<file path="config.mk">
export PLATFORM = sky130hd
export DESIGN_NAME = uart_flow_ctrl_multidrop
export DESIGN_NICKNAME = d
export VERILOG_FILES = /design/src/logic/uart_pkg.sv /design/src/logic/uart_flow_ctrl_multidrop.sv
export SDC_FILE = /design/constraint.sdc
export NUM_CORES = 1
export LEC_CHECK = 0
export CORE_MARGIN = 10
export CORE_UTILIZATION = 29
export DETAILED_ROUTE_END_ITERATION = 8
export DONT_BUFFER_PORTS = 1
export HOLD_SLACK_MARGIN = 0.03
export SLEW_MARGIN = 20
export SYNTH_ARGS = -nofsm -noshare
export SYNTH_HDL_FRONTEND = slang
export SYNTH_SLANG_ARGS = --single-unit
</file>
<file path="constraint.sdc">
create_clock -name sys_clk -period 11.3 [get_ports sys_clk]
set_input_delay 2.26 -clock sys_clk [delete_from_list [all_inputs] [get_ports sys_clk]]
set_output_delay 2.26 -clock sys_clk [all_outputs]
set_load 0.02 [all_outputs]
</file>
<file path="src/logic/uart_pkg.sv">
package uart_pkg;

    // Character layout
    localparam int DATA_BITS = 8;
    localparam logic [2:0] LAST_DATA_BIT = 3'h7;
    localparam logic [2:0] FIRST_DATA_BIT = 3'h0;
    localparam logic STOP_ONE = 1'h0;
    localparam logic STOP_TWO = 1'h1;

    // Line levels
    localparam logic LINE_IDLE = 1'h1;
    localparam logic LINE_START = 1'h0;

    // Divisor handling
    localparam logic [15:0] DIVISOR_MIN = 16'h0001;
    localparam logic [15:0] COUNT_ZERO = 16'h0000;
    localparam logic [15:0] COUNT_STEP = 16'h0001;

    // Reset values
    localparam logic [7:0] BYTE_ZERO = 8'h00;

    // Address matching schemes
    localparam logic [1:0] SCHEME_ALL_BYTES = 2'h0;
    localparam logic [1:0] SCHEME_ADDR_ONLY = 2'h1;
    localparam logic [1:0] SCHEME_MATCH_ADDR_DATA = 2'h2;
    localparam logic [1:0] SCHEME_MATCH_DATA = 2'h3;

    // Transmitter states
    typedef enum logic [2:0] {
        TX_IDLE, TX_START, TX_DATA, TX_NINTH, TX_STOP
    } tx_state_type;

    // Receiver states
    typedef enum logic [2:0] {
        RX_IDLE, RX_START, RX_DATA, RX_NINTH, RX_STOP
    } rx_state_type;

    // Parity over one byte; odd_sel picks odd parity
    function automatic logic parity_bit(input logic [7:0] data, input logic odd_sel);
        parity_bit = (^data) ^ odd_sel;
    endfunction

    // A divisor of zero behaves as the shortest bit
    function automatic logic [15:0] eff_divisor(input logic [15:0] div);
        eff_divisor = (div < DIVISOR_MIN) ? DIVISOR_MIN : div;
    endfunction

endpackage

</file>
<file path="src/logic/uart_flow_ctrl_multidrop.sv">
module uart_flow_ctrl_multidrop (
    input wire logic sys_clk,
    input wire logic rst,
    input wire logic [7:0] baud_divisor_high,
    input wire logic [7:0] baud_divisor_low,
    input wire logic tx_enable,
    input wire logic rx_enable,
    input wire logic parity_enable,
    input wire logic parity_odd_select,
    input wire logic two_stop_bits,
    input wire logic flow_gate_enable,
    input wire logic addr_mode_enable,
    input wire logic [1:0] addr_match_scheme,
    input wire logic rx_int_errors_only,
    input wire logic tx_addr_flag,
    input wire logic [7:0] node_address,
    input wire logic [7:0] tx_data,
    input wire logic tx_data_write,
    input wire logic rx_data_read,
    input wire logic clear_to_send_n,
    input wire logic rx_serial,
    output logic tx_serial,
    output logic tx_holding_empty,
    output logic tx_irq,
    output logic [7:0] rx_data,
    output logic rx_data_valid,
    output logic rx_ninth_bit,
    output logic rx_new_frame,
    output logic rx_framing_error,
    output logic rx_parity_error,
    output logic rx_break_detect,
    output logic rx_overrun,
    output logic rx_irq
);

    // Shared bit period, in system clocks
    logic [15:0] baud_div;
    // Ninth bit present in the character
    logic ninth_used;
    // Parity active only outside multidrop mode
    logic parity_active;

    // Pin synchronisers, three stages each
    logic cts_s1_r, cts_s2_r, cts_s3_r;
    logic rxd_s1_r, rxd_s2_r, rxd_s3_r;
    // Filtered pin levels
    logic cts_n_level_r;
    logic rx_line_r;

    // Transmit side
    uart_pkg::tx_state_type tx_state_r;
    logic [15:0] tx_cnt_r;
    logic [2:0] tx_bits_r;
    logic tx_stops_r;
    logic [7:0] tx_shift_r;
    logic tx_ninth_r;
    logic [7:0] tx_hold_r;
    logic tx_serial_r;
    logic tx_holding_empty_r;
    logic tx_irq_r;
    logic tx_bit_done;
    logic tx_load;
    logic tx_flow_ok;

    // Receive side
    uart_pkg::rx_state_type rx_state_r;
    logic [15:0] rx_cnt_r;
    logic [2:0] rx_bits_r;
    logic [7:0] rx_shift_r;
    logic rx_ninth_in_r;
    logic rx_stop_level_r;
    logic rx_frame_done_r;
    logic rx_bit_done;
    logic rx_half_done;

    // Receive holding and status
    logic [7:0] rx_data_r;
    logic rx_data_valid_r;
    logic rx_ninth_bit_r;
    logic rx_new_frame_r;
    logic rx_framing_error_r;
    logic rx_parity_error_r;
    logic rx_break_detect_r;
    logic rx_overrun_r;
    logic rx_irq_r;
    logic rx_elig_r;
    // Current frame is addressed to this node
    logic frame_match_r;
    // Next data byte opens a new frame
    logic new_frame_pending_r;

    // Frame classification
    logic rx_is_addr;
    logic rx_addr_match;
    logic rx_accept;
    logic rx_irq_elig;
    logic rx_frame_err;
    logic rx_par_err;
    logic rx_break;

    // Divisor and format decode
    always_comb begin
        baud_div = uart_pkg::eff_divisor({baud_divisor_high, baud_divisor_low});
        parity_active = parity_enable & ~addr_mode_enable;
        ninth_used = addr_mode_enable | parity_enable;
    end

    // Pin synchronisers; the first stage feeds only the second
    always_ff @(posedge sys_clk) begin
        if (rst) begin
            cts_s1_r <= uart_pkg::LINE_IDLE;
            cts_s2_r <= uart_pkg::LINE_IDLE;
            cts_s3_r <= uart_pkg::LINE_IDLE;
            rxd_s1_r <= uart_pkg::LINE_IDLE;
            rxd_s2_r <= uart_pkg::LINE_IDLE;
            rxd_s3_r <= uart_pkg::LINE_IDLE;
        end else begin
            cts_s1_r <= clear_to_send_n;
            cts_s2_r <= cts_s1_r;
            cts_s3_r <= cts_s2_r;
            rxd_s1_r <= rx_serial;
            rxd_s2_r <= rxd_s1_r;
            rxd_s3_r <= rxd_s2_r;
        end
    end

    // A level change counts once the later two stages agree
    always_ff @(posedge sys_clk) begin
        if (rst) begin
            cts_n_level_r <= uart_pkg::LINE_IDLE;
            rx_line_r <= uart_pkg::LINE_IDLE;
        end else begin
            if (cts_s2_r == cts_s3_r) begin
                cts_n_level_r <= cts_s3_r;
            end
            if (rxd_s2_r == rxd_s3_r) begin
                rx_line_r <= rxd_s3_r;
            end
        end
    end

    // Transmit start decision, taken in the idle cycle before the start bit
    always_comb begin
        tx_flow_ok = ~flow_gate_enable | ~cts_n_level_r;
        tx_load = (tx_state_r == uart_pkg::TX_IDLE) & ~tx_holding_empty_r
            & tx_enable & tx_flow_ok;
        tx_bit_done = tx_cnt_r >= (baud_div - uart_pkg::COUNT_STEP);
    end

    // Holding register; a write while full is dropped to protect the byte
    always_ff @(posedge sys_clk) begin
        if (rst) begin
            tx_hold_r <= uart_pkg::BYTE_ZERO;
            tx_holding_empty_r <= 1'b1;
        end else begin
            if (tx_load) begin
                tx_holding_empty_r <= 1'b1;
            end else if (tx_data_write && tx_holding_empty_r) begin
                tx_hold_r <= tx_data;
                tx_holding_empty_r <= 1'b0;
            end
        end
    end

    // Transmit interrupt follows the empty flag, with no enable edge needed
    always_ff @(posedge sys_clk) begin
        if (rst) begin
            tx_irq_r <= 1'b0;
        end else begin
            tx_irq_r <= tx_holding_empty_r;
        end
    end

    // Transmit shifter; once started a character always runs to its stop bits
    always_ff @(posedge sys_clk) begin
        if (rst) begin
            tx_state_r <= uart_pkg::TX_IDLE;
            tx_cnt_r <= uart_pkg::COUNT_ZERO;
            tx_bits_r <= uart_pkg::FIRST_DATA_BIT;
            tx_stops_r <= uart_pkg::STOP_ONE;
            tx_shift_r <= uart_pkg::BYTE_ZERO;
            tx_ninth_r <= 1'b0;
            tx_serial_r <= uart_pkg::LINE_IDLE;
        end else begin
            unique case (tx_state_r)
                uart_pkg::TX_IDLE: begin
                    tx_cnt_r <= uart_pkg::COUNT_ZERO;
                    if (tx_load) begin
                        tx_shift_r <= tx_hold_r;
                        // Multidrop bit takes the parity position
                        tx_ninth_r <= addr_mode_enable ? tx_addr_flag
                            : uart_pkg::parity_bit(tx_hold_r, parity_odd_select);
                        tx_serial_r <= uart_pkg::LINE_START;
                        tx_state_r <= uart_pkg::TX_START;
                    end else begin
                        tx_serial_r <= uart_pkg::LINE_IDLE;
                    end
                end
                uart_pkg::TX_START: begin
                    if (tx_bit_done) begin
                        tx_cnt_r <= uart_pkg::COUNT_ZERO;
                        tx_bits_r <= uart_pkg::FIRST_DATA_BIT;
                        tx_serial_r <= tx_shift_r[0];
                        tx_state_r <= uart_pkg::TX_DATA;
                    end else begin
                        tx_cnt_r <= tx_cnt_r + uart_pkg::COUNT_STEP;
                    end
                end
                uart_pkg::TX_DATA: begin
                    if (tx_bit_done) begin
                        tx_cnt_r <= uart_pkg::COUNT_ZERO;
                        if (tx_bits_r == uart_pkg::LAST_DATA_BIT) begin
                            if (ninth_used) begin
                                tx_serial_r <= tx_ninth_r;
                                tx_state_r <= uart_pkg::TX_NINTH;
                            end else begin
                                tx_serial_r <= uart_pkg::LINE_IDLE;
                                tx_stops_r <= uart_pkg::STOP_ONE;
                                tx_state_r <= uart_pkg::TX_STOP;
                            end
                        end else begin
                            tx_bits_r <= tx_bits_r + 3'h1;
                            tx_shift_r <= tx_shift_r >> 1;
                            tx_serial_r <= tx_shift_r[1];
                        end
                    end else begin
                        tx_cnt_r <= tx_cnt_r + uart_pkg::COUNT_STEP;
                    end
                end
                uart_pkg::TX_NINTH: begin
                    if (tx_bit_done) begin
                        tx_cnt_r <= uart_pkg::COUNT_ZERO;
                        tx_serial_r <= uart_pkg::LINE_IDLE;
                        tx_stops_r <= uart_pkg::STOP_ONE;
                        tx_state_r <= uart_pkg::TX_STOP;
                    end else begin
                        tx_cnt_r <= tx_cnt_r + uart_pkg::COUNT_STEP;
                    end
                end
                uart_pkg::TX_STOP: begin
                    // Flow gate is not looked at here, so a pause waits for the end
                    if (tx_bit_done) begin
                        tx_cnt_r <= uart_pkg::COUNT_ZERO;
                        if (tx_stops_r == uart_pkg::STOP_TWO || !two_stop_bits) begin
                            tx_state_r <= uart_pkg::TX_IDLE;
                        end else begin
                            tx_stops_r <= uart_pkg::STOP_TWO;
                        end
                    end else begin
                        tx_cnt_r <= tx_cnt_r + uart_pkg::COUNT_STEP;
                    end
                end
            endcase
        end
    end

    // Receive bit timing; sampling sits mid-bit after the half-period wait
    always_comb begin
        rx_bit_done = rx_cnt_r >= (baud_div - uart_pkg::COUNT_STEP);
        rx_half_done = rx_cnt_r >= (baud_div >> 1);
    end

    // Receive shifter; only the first stop bit is checked
    always_ff @(posedge sys_clk) begin
        if (rst) begin
            rx_state_r <= uart_pkg::RX_IDLE;
            rx_cnt_r <= uart_pkg::COUNT_ZERO;
            rx_bits_r <= uart_pkg::FIRST_DATA_BIT;
            rx_shift_r <= uart_pkg::BYTE_ZERO;
            rx_ninth_in_r <= 1'b0;
            rx_stop_level_r <= uart_pkg::LINE_IDLE;
            rx_frame_done_r <= 1'b0;
        end else begin
            rx_frame_done_r <= 1'b0;
            if (!rx_enable) begin
                // Disabling drops a partial character
                rx_state_r <= uart_pkg::RX_IDLE;
                rx_cnt_r <= uart_pkg::COUNT_ZERO;
            end else begin
                unique case (rx_state_r)
                    uart_pkg::RX_IDLE: begin
                        rx_cnt_r <= uart_pkg::COUNT_ZERO;
                        if (rx_line_r == uart_pkg::LINE_START) begin
                            rx_state_r <= uart_pkg::RX_START;
                        end
                    end
                    uart_pkg::RX_START: begin
                        if (rx_half_done) begin
                            rx_cnt_r <= uart_pkg::COUNT_ZERO;
                            rx_bits_r <= uart_pkg::FIRST_DATA_BIT;
                            // A glitch shorter than half a bit is not a start
                            rx_state_r <= (rx_line_r == uart_pkg::LINE_START)
                                ? uart_pkg::RX_DATA : uart_pkg::RX_IDLE;
                        end else begin
                            rx_cnt_r <= rx_cnt_r + uart_pkg::COUNT_STEP;
                        end
                    end
                    uart_pkg::RX_DATA: begin
                        if (rx_bit_done) begin
                            rx_cnt_r <= uart_pkg::COUNT_ZERO;
                            rx_shift_r <= {rx_line_r, rx_shift_r[7:1]};
                            if (rx_bits_r == uart_pkg::LAST_DATA_BIT) begin
                                rx_state_r <= ninth_used ? uart_pkg::RX_NINTH
                                    : uart_pkg::RX_STOP;
                            end else begin
                                rx_bits_r <= rx_bits_r + 3'h1;
                            end
                        end else begin
                            rx_cnt_r <= rx_cnt_r + uart_pkg::COUNT_STEP;
                        end
                    end
                    uart_pkg::RX_NINTH: begin
                        if (rx_bit_done) begin
                            rx_cnt_r <= uart_pkg::COUNT_ZERO;
                            rx_ninth_in_r <= rx_line_r;
                            rx_state_r <= uart_pkg::RX_STOP;
                        end else begin
                            rx_cnt_r <= rx_cnt_r + uart_pkg::COUNT_STEP;
                        end
                    end
                    uart_pkg::RX_STOP: begin
                        if (rx_bit_done) begin
                            rx_cnt_r <= uart_pkg::COUNT_ZERO;
                            rx_stop_level_r <= rx_line_r;
                            rx_frame_done_r <= 1'b1;
                            rx_state_r <= uart_pkg::RX_IDLE;
                        end else begin
                            rx_cnt_r <= rx_cnt_r + uart_pkg::COUNT_STEP;
                        end
                    end
                endcase
            end
        end
    end

    // Classify the finished character for the selected scheme
    always_comb begin
        rx_is_addr = addr_mode_enable & rx_ninth_in_r;
        rx_addr_match = rx_shift_r == node_address;
        rx_frame_err = rx_stop_level_r != uart_pkg::LINE_IDLE;
        rx_par_err = parity_active
            & (rx_ninth_in_r != uart_pkg::parity_bit(rx_shift_r, parity_odd_select));
        rx_break = rx_frame_err & (rx_shift_r == uart_pkg::BYTE_ZERO) & ~rx_ninth_in_r;
        rx_accept = 1'b1;
        rx_irq_elig = 1'b1;
        if (addr_mode_enable) begin
            unique case (addr_match_scheme)
                uart_pkg::SCHEME_ALL_BYTES: begin
                    rx_accept = 1'b1;
                    rx_irq_elig = 1'b1;
                end
                uart_pkg::SCHEME_ADDR_ONLY: begin
                    rx_accept = 1'b1;
                    rx_irq_elig = rx_is_addr;
                end
                uart_pkg::SCHEME_MATCH_ADDR_DATA: begin
                    rx_accept = rx_is_addr ? rx_addr_match : frame_match_r;
                    rx_irq_elig = rx_accept;
                end
                uart_pkg::SCHEME_MATCH_DATA: begin
                    rx_accept = ~rx_is_addr & frame_match_r;
                    rx_irq_elig = rx_accept;
                end
            endcase
        end
    end

    // Receive register and status; a new byte wins over a same-cycle read
    always_ff @(posedge sys_clk) begin
        if (rst) begin
            rx_data_r <= uart_pkg::BYTE_ZERO;
            rx_data_valid_r <= 1'b0;
            rx_ninth_bit_r <= 1'b0;
            rx_new_frame_r <= 1'b0;
            rx_framing_error_r <= 1'b0;
            rx_parity_error_r <= 1'b0;
            rx_break_detect_r <= 1'b0;
            rx_overrun_r <= 1'b0;
            rx_elig_r <= 1'b0;
            frame_match_r <= 1'b0;
            new_frame_pending_r <= 1'b0;
        end else begin
            if (rx_data_read) begin
                rx_data_valid_r <= 1'b0;
                rx_framing_error_r <= 1'b0;
                rx_parity_error_r <= 1'b0;
                rx_break_detect_r <= 1'b0;
                rx_overrun_r <= 1'b0;
                rx_elig_r <= 1'b0;
                rx_new_frame_r <= 1'b0;
            end
            if (rx_frame_done_r) begin
                if (rx_is_addr && addr_match_scheme[1]) begin
                    frame_match_r <= rx_addr_match;
                    new_frame_pending_r <= rx_addr_match;
                end
                if (rx_accept) begin
                    if (rx_data_valid_r && !rx_data_read) begin
                        // Unread byte is kept; the newcomer is lost
                        rx_overrun_r <= 1'b1;
                    end else begin
                        rx_data_r <= rx_shift_r;
                        rx_data_valid_r <= 1'b1;
                        rx_ninth_bit_r <= rx_is_addr;
                        rx_framing_error_r <= rx_frame_err;
                        rx_parity_error_r <= rx_par_err;
                        rx_break_detect_r <= rx_break;
                        rx_elig_r <= rx_irq_elig;
                        rx_new_frame_r <= ~rx_is_addr & new_frame_pending_r
                            & addr_match_scheme[1];
                        if (!rx_is_addr) begin
                            new_frame_pending_r <= 1'b0;
                        end
                    end
                end
            end
        end
    end

    // Receive interrupt: data only when allowed, errors always
    always_ff @(posedge sys_clk) begin
        if (rst) begin
            rx_irq_r <= 1'b0;
        end else begin
            rx_irq_r <= (rx_data_valid_r & rx_elig_r & ~rx_int_errors_only)
                | rx_framing_error_r | rx_parity_error_r | rx_break_detect_r | rx_overrun_r;
        end
    end

    // Outputs straight from flip-flops
    assign tx_serial = tx_serial_r;
    assign tx_holding_empty = tx_holding_empty_r;
    assign tx_irq = tx_irq_r;
    assign rx_data = rx_data_r;
    assign rx_data_valid = rx_data_valid_r;
    assign rx_ninth_bit = rx_ninth_bit_r;
    assign rx_new_frame = rx_new_frame_r;
    assign rx_framing_error = rx_framing_error_r;
    assign rx_parity_error = rx_parity_error_r;
    assign rx_break_detect = rx_break_detect_r;
    assign rx_overrun = rx_overrun_r;
    assign rx_irq = rx_irq_r;

endmodule

</file>
# After elaboration in Yosys (flattened, before gate mapping)
# Cells that the tools add are included.
dict set report classes {
  add_sub_neg 5
  mul 0
  div 0
  n_lt_le_gt_ge 4
  n_eq_ne 34
  n_shift 0
  mux 88
  n_bitwise 33
  reduce_logical 37
}
# cell n
set ops {}
lappend ops {{$mux 16} 4}
lappend ops {{$mux 3} 20}
lappend ops {{$mux 1} 49}
lappend ops {{$pmux 16 s3} 1}
lappend ops {{$ne 2x2->1 const B} 17}
lappend ops {{$add 16x1->16 const B} 2}
lappend ops {{$ge 16x16->1} 2}
lappend ops {{$pmux 16 s2} 1}
lappend ops {{$pmux 3 s5} 2}
lappend ops {{$mux 8} 3}
lappend ops {{$ge 16x15->1} 1}
lappend ops {{$lt 16x1->1 const B} 1}
lappend ops {{$pmux 8 s2} 1}
lappend ops {{$reduce_xor 8->1} 2}
lappend ops {{$sub 16x1->16 const B} 1}
lappend ops {{$reduce_and 7->1} 2}
lappend ops {{$and 1x1->1} 13}
lappend ops {{$eq 3x2->1 const B} 4}
lappend ops {{$eq 3x3->1 const B} 4}
lappend ops {{$not 1->1} 12}
lappend ops {{$pmux 3 s2} 2}
lappend ops {{$reduce_and 3->1} 4}
lappend ops {{$reduce_and 4->1} 3}
lappend ops {{$eq 8x8->1} 1}
lappend ops {{other kinds (26)} 49}
dict set report word_totals {
  reg_bits 103
  latch_bits 0
  ram_bits 0
  romBits 0
  inputBits 49
  out_inout_bits 19
  elab_cells 238
  n_memories 0
}

# Longest topological paths before layout
dict set report logic_depth {
  ltp_word 8
  ltp_mapped 18
  depth_no_buf 17
}

# Worst setup path after synthesis
# No wires, ideal clock.
dict set report synth_path {
  kind {in2reg}
  from {input port baud_divisor_high[1]}
  to {register tx_cnt_r[10]}
  setup_time_ps 64
  arrival_ps 5800
  t_required_ps 11236
  slack_ps 5436
  stages 18
  path_cell_list {inv_1 -> nand3_1 -> or4_1 -> o21ba_2 -> ha_1 -> nor4b_1 -> a41oi_1 -> a21oi_1 -> ha_1 -> and3_1 -> and3_1 -> a221o_1 -> o2bb2ai_1 -> a32oi_1 -> or3_1 -> clkbuf_2 -> buf_2 -> nor2_1}
}
dict set report synth_between {
  elab_chain_cells 6
}
# item line_no
set synth_rtl {}
lappend synth_rtl {{start, declared} uart_flow_ctrl_multidrop.sv:4} ;# input wire logic [7:0] baud_divisor_high,
lappend synth_rtl {{$lt 16x1->1} uart_pkg.sv:45} ;# eff_divisor = (div < DIVISOR_MIN) ? DIVISOR_MIN : div;
lappend synth_rtl {{$mux 16 *} uart_pkg.sv:45}
lappend synth_rtl {{$sub 16x1->16 *} uart_flow_ctrl_multidrop.sv:147} ;# tx_bit_done = tx_cnt_r >= (baud_div - uart_pkg::COUNT_STEP);
lappend synth_rtl {{$ge 16x16->1 *} uart_flow_ctrl_multidrop.sv:147}
lappend synth_rtl {{$mux 16 *} --}
lappend synth_rtl {{$pmux 16 s2 *} uart_flow_ctrl_multidrop.sv:185} ;# unique case (tx_state_r)
lappend synth_rtl {{end signal, assigned} uart_flow_ctrl_multidrop.sv:201} ;# tx_cnt_r <= uart_pkg::COUNT_ZERO;
lappend synth_rtl {{end signal, assigned} uart_flow_ctrl_multidrop.sv:211} ;# tx_cnt_r <= uart_pkg::COUNT_ZERO;
lappend synth_rtl {{end signal, assigned} uart_flow_ctrl_multidrop.sv:232} ;# tx_cnt_r <= uart_pkg::COUNT_ZERO;
lappend synth_rtl {{end, declared} uart_flow_ctrl_multidrop.sv:52} ;# logic [15:0] tx_cnt_r;
# Mark *: on every way between the ends. The rest lies on a longest branch, timed or not.
# A chain may end at the register's enable or synchronous reset.

# Worst setup path after layout
dict set report layout_path {
  from {input port baud_divisor_high[0]}
  to {register tx_bits_r[2]}
}
dict set report layout_between {
  elab_chain_cells 6
  elab_cells_between_ends 7
  classes_between {1 x add/sub; 2 x order compare; 2 x eq/ne; 1 x mux; 1 x reduce/logical}
}
# item line_no
set layout_rtl {}
lappend layout_rtl {{$lt 16x1->1} uart_pkg.sv:45}
lappend layout_rtl {{$mux 16 *} uart_pkg.sv:45}
lappend layout_rtl {{$sub 16x1->16 *} uart_flow_ctrl_multidrop.sv:147}
lappend layout_rtl {{$ge 16x16->1 *} uart_flow_ctrl_multidrop.sv:147}
lappend layout_rtl {{$ne 2x2->1 (no line)} --}
lappend layout_rtl {{$reduce_and 4->1 (no line) *} --}
lappend layout_rtl {{end signal, assigned} uart_flow_ctrl_multidrop.sv:179} ;# tx_bits_r <= uart_pkg::FIRST_DATA_BIT;
lappend layout_rtl {{end signal, assigned} uart_flow_ctrl_multidrop.sv:202} ;# tx_bits_r <= uart_pkg::FIRST_DATA_BIT;
lappend layout_rtl {{end signal, assigned} uart_flow_ctrl_multidrop.sv:222} ;# tx_bits_r <= tx_bits_r + 3'h1;
lappend layout_rtl {{end, declared} uart_flow_ctrl_multidrop.sv:53} ;# logic [2:0] tx_bits_r;
# Marked as above.

==> flow_summary.ini <==
[clocking]
htreeDepth = 3
cts_buffers = 9
clock_latency_ps = 360
cts_setup_buffers = 0
cts_buffer_depth = 2
cts_tree = done
cts.clk_slew.worst_paths_ps = 70
numClockSinks = 103
clockRootBuffer = clkbuf_16
ctsResizeCount = 0
hold_buffers = 0

[global_routing]
antenna_found_initial = 2
grt_pass1_wl_um = 22900
gr-total-overflow = 0
grt_pass1_vias = 4433
grt_max_degree = 59
grt_usage_pct = 10.4

[worst_setup_path]
crit_path_end_kind = flop
crit_required_ps = 11590
critPathKind = input port to flop
worstPathArrival_ps = 6670
crit_path_start_kind = input port
critical_path.max_fanout = 13

[floorplanning]
die_height_um = 165
core_area_sq_um = 20400
initial_core_util_pct = 29.8
core.rowCount = 52
chipWidth_um = 165
die_area_sq_um = 27200
pin_count = 68

[layout]
nets = 801
drive_gt1_share_pct = 6.85
fillers = 2137
multiInputGateArea_sq_um = 3760
layout.area.seq_sq_um = 2060
area_delta_synth_final_pct = 8.62

[power]
power.switching_uw = 174
internal-power_uw = 567
p_leak_uw = 0.00262
power_density_nw_per_um2 = 112
clock_power_share_pct = 43.9
combPwrFrac_pct = 5.9
seq_power_share_pct = 50.2
swShare_pct = 23.5
ir_drop_uv = 74.6

[sta]
fin_ws_ps = 4920
tns_ps = 0
period_share_pct = 56.5
slew_headroom_pct = 28.8
finalSetupViolCount = 0
worstMarginPinSlew_ps = 1070
worst_clock_skew_ps = 10.2
slew_violations = 0
finalWorstPathRequiredPeriod_ps = 6380
fmax_ghz = 0.157
hold_violations = 0
rsz0062_at_grt = no

[yosys]
synthFlopType = dfxtp_1
avgSynthCellArea_sq_um = 8.58
syn-num-nets = 815
yosysWarnings = 0
ys_types = 73
syn_area_sq_um = 6090
syn_inst = 710
synth_seq_area_share_pct = 33.8
synth_common_cells = dfxtp_1 (103), nor2_1 (82), nand2_1 (66), ha_1 (56), nand3_1 (39)
yosysMostFrequentCell = dfxtp_1
synth_area_leaders = dfxtp_1 (34%), ha_1 (11%), xnor2_1 (5.5%)
ys_async_sr_fraction_pct = 0
synth_seq_cells = 103
synth_edf_count = 0
yosys.area.top_type = dfxtp_1
synth_top_area_share_pct = 33.8

[route]
dr_wl_met3_um = 743
top_layer = met5
via_per_inst = 4.95
wl_per_cell_um = 14.5
drtAntennaViolNets = 0
totalWireLength_um = 14100
drt-met1-wl_um = 6500
drtPass1Iterations = 4
num_vias = 4816
dr_wl_met2_um = 6630
post-route-drc-count = 0
drt_iter0_markers = 245

[hold_path]
hold_class = flop to flop

[job]
drv_cap = 0

[placement]
io_buffers = 0
gp_congestion = 0.832
place_ws_ps = 4500
dp_hpwl_um = 10700

[run_status]
outcome = completed
-- power by group through the flow --
| stage | registers (uW) | clock network, uW | logic, uW |
|---|---|---|---|
| global placement | 381 | 0 | 43.8 |
| CTS | 372 | 338 | 44.4 |
| detailed placement | 381 | 0 | 43.9 |
| finish | 372 | 326 | 43.8 |
| floorplan | 378 | 0 | 40.5 |
| global route | 373 | 352 | 49.8 |
-- worst paths after layout --
path                        startpoint            to  slack, ps  cells past startpoint
hold / removal                cts_s1_r      cts_s2_r        410                      1
setup reg to reg           tx_cnt_r[0]   tx_cnt_r[4]       8050                      9
setup / recovery  baud_divisor_high[0]  tx_bits_r[2]       4920                     15
hold reg to reg               cts_s1_r      cts_s2_r        410                      1
-- area by class of cell --
cell class	instances	area share, %
diodes	1	0.0378
clock buffers	11	3.67
clock inverters	5	0.964
inverters	37	2.10
multi-input cells	543	56.7
flip-flops and latches	103	31.2
well taps	270	5.10
repair buffers	2	0.227
-- layer usage --
| layer | track usage, % | up-vias |
|---|---|---|
| met3 | 2.99 | 15 |
| met1 | 12.8 | 2255 |
| li1 | - | 2465 |
| met4 | 3.78 | 2 |
| met5 | 0 | - |
| met2 | 16.8 | 79 |
-- metrics by stage --
| step | utilization (%) | cells | total power (uW) | hold WS (ps) | cell area (sq um) |
|---|---|---|---|---|---|
| floorplan | - | 710 | 419 | 389 | 6090 |
| global placement | 30.9 | 955 | 424 | 394 | 6310 |
| detailed placement | 30.9 | 955 | 424 | 399 | 6310 |
| CTS | 32.4 | 971 | 754 | 417 | 6620 |
| global route | 32.4 | 971 | 774 | 443 | 6620 |
| finish | 32.4 | 972 | 742 | 413 | 6620 |
-- cells by family (layout without fill, tap and decap cells) --
family,Yosys count,count (layout),synth area share (%)
buf+inv,64,55,4.62
xor+xnor,60,60,8.62
fa+ha+maj,56,56,11.5
mux,37,37,6.22
flops,103,103,33.8
simple gates,274,274,22.0
other cells,0,1,0
compound gates,116,116,13.2
-- state kept, by name (all words and copies together) (netlist names), 3 cells and up --
signal and count:
rx_state_r 3, rx_shift_r 8, tx_hold_r 8, rx_cnt_r 16, tx_state_r 3, tx_bits_r 3, tx_cnt_r 16, tx_shift_r 8
rx_data 8, rx_bits_r 3
-- critical path: stages --
cell and delay (ps):
nor4_1 580, nand3_1 140, o21ba_2 270, ha_1 240
nor4b_1 210, a41oi_1 220, a21oi_1 90, ha_1 340
and3_1 160, and3_1 170, and4b_1 210, o2bb2ai_1 80
a32oi_1 860, nor3b_1 580, mux2i_1 240
-- cells in the final DEF, fill, tap and decap left out, types with 3 or more instances in the layout --
cell type,n
clkbuf_16,9
nand3_1,39
nand4_1,10
o21a_1,4
nor2b_1,7
a21oi_1,35
a21o_1,6
and3_1,10
mux2i_1,30
o21ai_0,23
nor3b_1,4
or2_2,7
nand2_1,66
xor2_1,22
nor4_1,5
xnor2_1,38
ha_1,56
nor4b_1,3
a211oi_1,7
or4_1,3
a31oi_1,5
inv_1,37
mux2_2,7
and2_1,3
nor2_1,82
dfxtp_1,103
nand2b_1,8
nor3_1,13
(Power assumes the default switching activity.)
